[src/logic/mwdc_defs.vh]
// Constants for the motor winding dryer controller.
// Assumes settings in tenths of a percent and tenths of an hour.
`ifndef MWDC_DEFS_VH
`define MWDC_DEFS_VH

// ==============================
// Register map
`define MWDC_STATUS_ADDR 16'h07d7
`define MWDC_STATUS_DRY_BIT 1

// ==============================
// Enable source codes
`define MWDC_SRC_ALWAYS_OFF 3'h0
`define MWDC_SRC_INPUT_ONE 3'h1
`define MWDC_SRC_INPUT_SIX 3'h6
`define MWDC_SRC_ALWAYS_ON 3'h7

// ==============================
// Limits and defaults, tenths of a percent
`define MWDC_CUR_MAX 10'h258
`define MWDC_CUR_DEF 10'h0c8
`define MWDC_VOLT_MAX 10'h190
`define MWDC_VOLT_DEF 10'h032

// ==============================
// Drying time, tenths of an hour
`define MWDC_TIME_MIN 11'h001
`define MWDC_TIME_TOP 11'h7d0
`define MWDC_TIME_DEF 11'h001
`define MWDC_MIN_PER_TENTH 16'h0006

// ==============================
// Timing: one minute at 25 MHz
`define MWDC_CLK_HZ 25000000
`define MWDC_MINUTE_S 60
`define MWDC_MINUTE_CYCLES (`MWDC_CLK_HZ * `MWDC_MINUTE_S)
`define MWDC_BLINK_CYCLES 12500000

`endif

[src/logic/mwdc_dryer.v]
// Stopped-motor winding dryer: start/stop decision, limits and countdown.
// Assumes digital inputs come from pins; run/block/fail flags are on-clock.
`timescale 1ns/1ns
`include "mwdc_defs.vh"

module mwdc_dryer #(
    parameter MINUTE_CYCLES = `MWDC_MINUTE_CYCLES,
    parameter BLINK_CYCLES = `MWDC_BLINK_CYCLES
) (
    // Clock and reset
    input wire i_sys_clk,
    input wire i_rst,
    // Settings
    input wire [2:0] i_drying_enable_source,
    input wire [9:0] i_drying_current_limit,
    input wire [9:0] i_drying_voltage_limit,
    input wire [10:0] i_drying_time_limit,
    // Pins and drive state
    input wire [5:0] i_digital_input,
    input wire i_motor_stopped,
    input wire i_start_cmd,
    input wire i_op_blocked,
    input wire i_conv_failure,
    // Status register read port
    input wire [15:0] i_reg_addr,
    output reg [15:0] o_reg_rdata,
    // Power stage requests
    output reg o_dc_inject,
    output reg [9:0] o_dc_current_avg,
    output reg [10:0] o_dc_current_phase_max,
    output reg [9:0] o_dc_voltage_limit,
    // Indicators and internal signals
    output reg o_run_led_green,
    output reg o_drying_status,
    output reg [15:0] o_remaining_minutes
);

    localparam ST_IDLE = 1'b0;
    localparam ST_DRY = 1'b1;

    // ==============================
    // Input synchronisers
    reg [5:0] di_meta;
    reg [5:0] di_sync;

    always @(posedge i_sys_clk) begin
        if (i_rst) begin
            di_meta <= 6'h00;
            di_sync <= 6'h00;
        end else begin
            di_meta <= i_digital_input;
            di_sync <= di_meta;
        end
    end

    // ==============================
    // Enable source and edge
    function sel_enable;
        input [2:0] src;
        input [5:0] di;
        begin
            case (src)
                `MWDC_SRC_ALWAYS_OFF: sel_enable = 1'b0;
                `MWDC_SRC_ALWAYS_ON: sel_enable = 1'b1;
                default: sel_enable = di[src - 3'h1];
            endcase
        end
    endfunction

    wire enable_now = sel_enable(i_drying_enable_source, di_sync);
    reg enable_prev;
    wire enable_rise = enable_now & ~enable_prev;

    // ==============================
    // Settings clamps, read live so current and voltage changes apply mid-drying
    function [9:0] clamp_top;
        input [9:0] value;
        input [9:0] top;
        begin
            if (value > top) begin
                clamp_top = top;
            end else begin
                clamp_top = value;
            end
        end
    endfunction

    wire [9:0] cur_lim = clamp_top(i_drying_current_limit, `MWDC_CUR_MAX);
    wire [9:0] volt_lim = clamp_top(i_drying_voltage_limit, `MWDC_VOLT_MAX);
    wire [10:0] time_set = (i_drying_time_limit < `MWDC_TIME_MIN) ? `MWDC_TIME_MIN :
        (i_drying_time_limit > `MWDC_TIME_TOP) ? `MWDC_TIME_TOP :
        i_drying_time_limit;
    wire endless = (time_set == `MWDC_TIME_TOP);
    wire [15:0] load_minutes = {5'h00, time_set} * `MWDC_MIN_PER_TENTH;

    // ==============================
    // Control state
    reg state;
    reg [31:0] presc;
    reg [31:0] blink_cnt;
    reg blink;
    wire minute_tick = (presc == MINUTE_CYCLES - 1);
    wire abort = i_start_cmd | ~enable_now | i_op_blocked | i_conv_failure;
    // Edge alone is not enough: refused while running, blocked or failed
    wire start_ok = enable_rise & i_motor_stopped &
        ~i_op_blocked & ~i_conv_failure;

    // ==============================
    // Next-state logic
    reg next_state;
    reg [15:0] next_remaining;

    always @* begin
        next_state = state;
        next_remaining = o_remaining_minutes;
        case (state)
            ST_IDLE: begin
                if (i_start_cmd) begin
                    next_remaining = 16'h0000;
                end else if (start_ok) begin
                    next_state = ST_DRY;
                    next_remaining = load_minutes;
                end
            end
            ST_DRY: begin
                // A turning rotor also ends drying: no DC into a spinning motor
                if (abort || !i_motor_stopped) begin
                    next_state = ST_IDLE;
                    if (i_start_cmd) begin
                        next_remaining = 16'h0000;
                    end
                end else if (minute_tick) begin
                    if (o_remaining_minutes > 16'h0001) begin
                        next_remaining = o_remaining_minutes - 16'h0001;
                    end else begin
                        next_remaining = 16'h0000;
                        if (!endless) begin
                            next_state = ST_IDLE;
                        end
                    end
                end
            end
            default: begin
                next_state = ST_IDLE;
            end
        endcase
    end

    always @(posedge i_sys_clk) begin
        if (i_rst) begin
            state <= ST_IDLE;
            enable_prev <= 1'b0;
            presc <= 32'h0;
            o_remaining_minutes <= 16'h0000;
        end else begin
            enable_prev <= enable_now;
            presc <= (state == ST_IDLE || minute_tick) ? 32'h0 : presc + 32'h1;
            state <= next_state;
            o_remaining_minutes <= next_remaining;
        end
    end

    // ==============================
    // Flashing run indicator
    always @(posedge i_sys_clk) begin
        if (i_rst) begin
            blink_cnt <= 32'h0;
            blink <= 1'b0;
        end else if (state == ST_IDLE) begin
            blink_cnt <= 32'h0;
            blink <= 1'b0;
        end else if (blink_cnt == BLINK_CYCLES - 1) begin
            blink_cnt <= 32'h0;
            blink <= ~blink;
        end else begin
            blink_cnt <= blink_cnt + 32'h1;
        end
    end

    // ==============================
    // Registered outputs
    always @(posedge i_sys_clk) begin
        if (i_rst) begin
            o_dc_inject <= 1'b0;
            o_dc_current_avg <= 10'h000;
            o_dc_current_phase_max <= 11'h000;
            o_dc_voltage_limit <= 10'h000;
            o_run_led_green <= 1'b0;
            o_drying_status <= 1'b0;
            o_reg_rdata <= 16'h0000;
        end else begin
            o_dc_inject <= state;
            o_dc_current_avg <= state ? cur_lim : 10'h000;
            // Worst single phase, 1.5 times the average bound
            o_dc_current_phase_max <= state ?
                ({1'b0, cur_lim} + {2'b00, cur_lim[9:1]}) : 11'h000;
            o_dc_voltage_limit <= state ? volt_lim : 10'h000;
            o_run_led_green <= state & blink;
            o_drying_status <= state;
            o_reg_rdata <= (i_reg_addr == `MWDC_STATUS_ADDR) ?
                {14'h0000, state, 1'b0} : 16'h0000;
        end
    end

endmodule
[config.mk]
export PLATFORM = sky130hd
export DESIGN_NAME = mwdc_dryer
export DESIGN_NICKNAME = d
export VERILOG_FILES = /design/src/logic/mwdc_dryer.v
export VERILOG_INCLUDE_DIRS = /design/src /design/src/logic
export SDC_FILE = /design/constraint.sdc
export NUM_CORES = 1
export LEC_CHECK = 0
export ABC_AREA = 1
export BUFFER_PORTS_ARGS = -buffer_cell sky130_fd_sc_hd__buf_2
export CAP_MARGIN = 25
export CORE_MARGIN = 2
export CORE_UTILIZATION = 59
export CTS_BUF_LIST = sky130_fd_sc_hd__clkbuf_4
export DETAILED_ROUTE_END_ITERATION = 6
export PLACE_DENSITY = 0.83
export SYNTH_ARGS = -nofsm -noshare
export SYNTH_HDL_FRONTEND = slang
export SYNTH_SLANG_ARGS = --single-unit
[constraint.sdc]
create_clock -name i_sys_clk -period 3.65 [get_ports i_sys_clk]
set_input_delay 0.365 -clock i_sys_clk [delete_from_list [all_inputs] [get_ports i_sys_clk]]
set_output_delay 0.365 -clock i_sys_clk [all_outputs]
set_load 0.02 [all_outputs]
Yosys cells after proc, flatten, opt, wreduce, memory -nomap -nowiden
Index checks and enable logic that the tools add are counted. Widths: inputs -> output; s select.

Register bits: 144. Input port bits: 62. Logic and storage cells: 82.

$add $sub $neg: 5. $mul: 1. $lt $le $gt $ge: 6. Equality and inequality tests: 8. Multiplexer cells: 21. Bitwise gates (word level): 15. Reduce and logical (&&, ||, !) cells: 10.

Operators by type and width (number): $mux 16 (6); $add 32x1->32 const B (2); $eq 32x24->1 const B (1); $eq 32x31->1 const B (1); $pmux 16 s2 (1); $mux 11 (2); $eq 16x11->1 const B (1); $gt 16x1->1 const B (1); $sub 16x1->16 const B (1); $mul 11x2->13 const B (1); $add 10x9->11 (1); $eq 11x11->1 const B (1); $gt 11x11->1 const B (1); $lt 11x1->1 const B (1); $gt 10x10->1 const B (1); $gt 10x9->1 const B (1); $mux 10 (1); $mux 9 (1); $mux 1 (7); $not 1->1 (7); $ne 3x3->1 const B (2); $reduce_or 2->1 (3); $reduce_or 3->1 (2); $and 1x1->1 (5); 11 further kinds (15).

Depth between registers and ports, before layout
Word-level depth: 11. Depth in mapped cells: 19. Mapped depth without buffers: 19.

Worst setup path before layout
OpenSTA, ideal clock, no wires.

Path type: in2reg. From: input port i_drying_current_limit[7]. To: register o_dc_current_phase_max[10]. Setup time: 0.110 ns. Arrival time: 2.656 ns. Required time: 3.540 ns. Slack: 0.884 ns. Stages: 19. Buffers on the path: 1. Cell sequence: inv_1 > nand4_1 > o21ai_0 > nand2_1 > inv_1 > clkbuf_1 > nor2_1 > ha_1 > fa_1 > nand3_1 > nand2_1 > nand2_1 > nand2_1 > a21oi_1 > o21ai_0 > nand2_1 > nand2_1 > nand2_1 > inv_1.

Longest elaborated chain between the ends: 3.

Ends and longest elaborated chain: start: declaration (RTL line mwdc_dryer.v:15) `input wire [9:0] i_drying_current_limit,`; $gt 10x10->1 (RTL line mwdc_dryer.v:80) `if (value > top) begin`; $mux 10 (RTL line mwdc_dryer.v:80); net cur_lim[1] (RTL line mwdc_dryer.v:88) `` wire [9:0] cur_lim = clamp_top(i_drying_current_limit, `MWDC_CUR_MAX); ``; $add 10x9->11 (RTL line mwdc_dryer.v:196) `({1'b0, cur_lim} + {2'b00, cur_lim[9:1]}) : 11'h000;`; end signal: assignment (RTL line mwdc_dryer.v:195) `o_dc_current_phase_max <= state ?`; end: declaration (RTL line mwdc_dryer.v:30) `output reg [10:0] o_dc_current_phase_max,`.

The timed path passes the listed nets, and every way through them passes these cells. A chain may end at the register's enable or synchronous reset.

Final worst setup path
From: input port i_drying_current_limit[3]. To: register o_dc_current_phase_max[8].

The elaborated chain is that of the path after synthesis.

==> impl_metrics.yaml <==
clocking:
  cts_setup_buffers: 0
  cts_hold_buffers: 9
  clk_path_buf_depth: 2
  h-tree-depth: 4
  cts_made_buffers: 17
  post_cts_resize_count: 0
  cts_root_buffer: "clkbuf_4"
  clk_latency_ps: 560
  path_clk_slew_ps: 110
  cts_tree: "done"
  clock_sinks: 129
sta:
  layout_min_cycle_time_ps: 2720
  fin_skew_ps: 21.8
  slew_headroom: 0.648
  whs_ps: 45.0
  worst_slew_pin_slew_ps: 525
  tns_ps: 0
  min_period_over_period: 0.744
  final-hold-violation-count: 0
  rsz0062_at_grt: "no"
  setup_viol: 0
  slew_viol_final: 0
  fmax_mhz: 368
floorplanning:
  dieArea_mm2: 0.0137
  initial_utilization: 0.602
  std_cell_rows: 41
  die_h_um: 117
  core-area_mm2: 0.0125
  die_x_um: 117
  ios: 128
global_routing:
  grt_max_degree: 33
  grt_pass1_wl_um: 28600
  antenna_found_initial: 0
  grt_pass1_vias: 6521
  grt_overflow: 0
  grt_use_total: 0.259
drt:
  wl_per_cell_um: 11.7
  viasPerCell: 5.01
  wl_um: 17200
  route.detailed.drc: 0
  vias: 7332
  ant_nets: 0
  drt_pass1_iterations: 5
  drt_iter0_drc: 425
outcome:
  status: "complete, no violations"
synth:
  ys_warn_count: 0
  seq_area_frac_synth: 0.343
  synth_area_per_cell_um2: 6.50
  synthesis.area_mm2: 0.00753
  ys.flop_type: "dfxtp_1"
  synthArstFlopShare: 0
  synth.distinct_cells: 42
  postSynthCellCount: 1158
  synth-edff-count: 0
  ys_seq_elements: 129
place:
  gp_congestion: 0.953
  dpl_cell_area_mm2: 0.00815
  dpl.hpwl_um: 13200
  portBuffers: 112
finish:
  fin_util: 0.681
  nets: 1372
  syn2layout_area_growth_pct: 13.1
  fin_area_mm2: 0.00852
  drive_gt1_frac: 0.136
  num_antenna_cells: 0
  nFillCells: 1142
power:
  clockPowerShare: 0.324
  swShare: 0.310
  ir_drop_uv: 283
  p_int_mw: 1.93
  p_seq_frac: 0.518
  switchingPower_uw: 868
  comb_power_share: 0.158
  p_leak_nw: 3.85
  power_density_mw_per_mm2: 329
critical_path:
  cp_max_fo: 11
  required_ps: 4100
  crit_type: "in2reg"
  arrival_ps: 3170
  start_kind: "primary input"
  end_kind: "register"
job:
  maxCapViolCount: 0
min_path:
  hp-class: "in2reg"
## cell type report
| class | count | area, um^2 | area share |
|---|---|---|---|
| multi-input combinational | 831 | 4120 | 0.483 |
| inverter | 174 | 653 | 0.0767 |
| clock buffer | 17 | 128 | 0.0150 |
| sequential | 129 | 2580 | 0.303 |
| timing repair buffer | 125 | 688 | 0.0808 |
| tap | 172 | 215 | 0.0253 |
| clock inverter | 15 | 135 | 0.0159 |
## Yosys cell counts (all sizes together), types with 3 or more instances
cell type | count | share of area
dfxtp | 129 | 0.34
nand3 | 56 | 0.038
nor3b | 6 | 0.0073
nand2 | 253 | 0.13
inv | 173 | 0.086
xnor2 | 8 | 0.0093
ha | 30 | 0.050
clkbuf | 13 | 0.0065
nand4 | 32 | 0.027
or2 | 16 | 0.013
nor2 | 214 | 0.11
o21ai | 31 | 0.021
xor2 | 28 | 0.033
nor4 | 12 | 0.010
a21oi | 64 | 0.043
buf | 26 | 0.025
nand3b | 3 | 0.0030
nor3 | 49 | 0.033
## cells by family (layout without fill, tap and decap cells)
family	Yosys count	in the layout	synth area share
XOR/XNOR	36	36	0.0419
other	1	16	0.000498
adder cells (fa/ha/maj)	32	32	0.0552
flip-flops	129	129	0.343
buffers and inverters	213	331	0.118
AO/OA/AOI/OAI	106	106	0.0743
AND/OR/NAND/NOR	641	641	0.367
## stage by stage
step	power, mW	std cells	worst slack, ps
final	2.80	1463	933
after global routing	2.95	1463	591
after floorplan	1.81	1173	884
after CTS	2.82	1462	1000
after detailed placement	1.91	1421	460
after global placement	1.90	1421	683
## sequential cells by signal, indices dropped and copies added (netlist names)
register,cells
blink_cnt,32
presc,32
o_remaining_minutes,16
o_dc_current_phase_max,11
o_dc_current_avg,10
o_dc_voltage_limit,10
di_meta,6
di_sync,6
blink,1
enable_prev,1
o_drying_status,1
o_reg_rdata,1
o_run_led_green,1
state,1
## worst max-delay path, stage by stage
cell     delay [ps]
buf_2            90
inv_1            60
nor4_1          330
nand4_1         160
nand2_1         200
inv_1           190
nor2_1          280
ha_1            290
fa_1            250
nand3_1          80
nand2_1         110
nand2_1          60
nand2_1          60
a21oi_1         100
o21ai_0         330
nand2_1          90
nand2_1          70
nor2_1           40
## power groups by stage
stage	clock network, mW	logic (mW)	registers (mW)
global route	0.992	0.507	1.45
finish	0.907	0.443	1.45
floorplan	0	0.316	1.49
CTS	0.932	0.440	1.45
global placement	0	0.420	1.48
detailed placement	0	0.429	1.48
## cells in the final DEF, fill, tap and decap left out, types with 6 or more instances in the layout
cell type      synthesis  final
o21ai_0               27     27
nand3_1               55     55
nor3_1                48     48
clkbuf_4               0     17
ha_1                  30     30
nand2_1              249    249
xnor2_1                8      8
inv_1                167    167
nor4_1                12     12
nand4_1               32     32
or2_2                  9      9
a21oi_1               64     64
conb_1                 1     16
xor2_1                28     28
inv_2                  6      6
nor2_1               210    210
dlygate4sd3_1          0      9
buf_2                  5    112
or2_0                  7      7
dfxtp_1              129    129
## per-layer routing
layer  share of wire  wire (um)  global-route usage
met1            0.45       7700               0.327
met2            0.46       7930               0.430
met3           0.075       1300              0.0788
met4           0.014        240              0.0753
met5               0          0                   0
## path summary, 6_finish.rpt
kind	start	end	slack [ps]	cells after the start
max	i_drying_current_limit[3]	o_dc_current_phase_max[8]$_SDFF_PP0_	930	18
min	i_drying_voltage_limit[5]	o_dc_voltage_limit[5]$_SDFF_PP0_	50	3
max reg2reg	presc[1]$_SDFF_PP0_	o_remaining_minutes[3]$_SDFFE_PP0P_	1240	11
min reg2reg	di_meta[3]$_SDFF_PP0_	di_sync[3]$_SDFF_PP0_	400	2
Power figures use the tool's default switching activity.
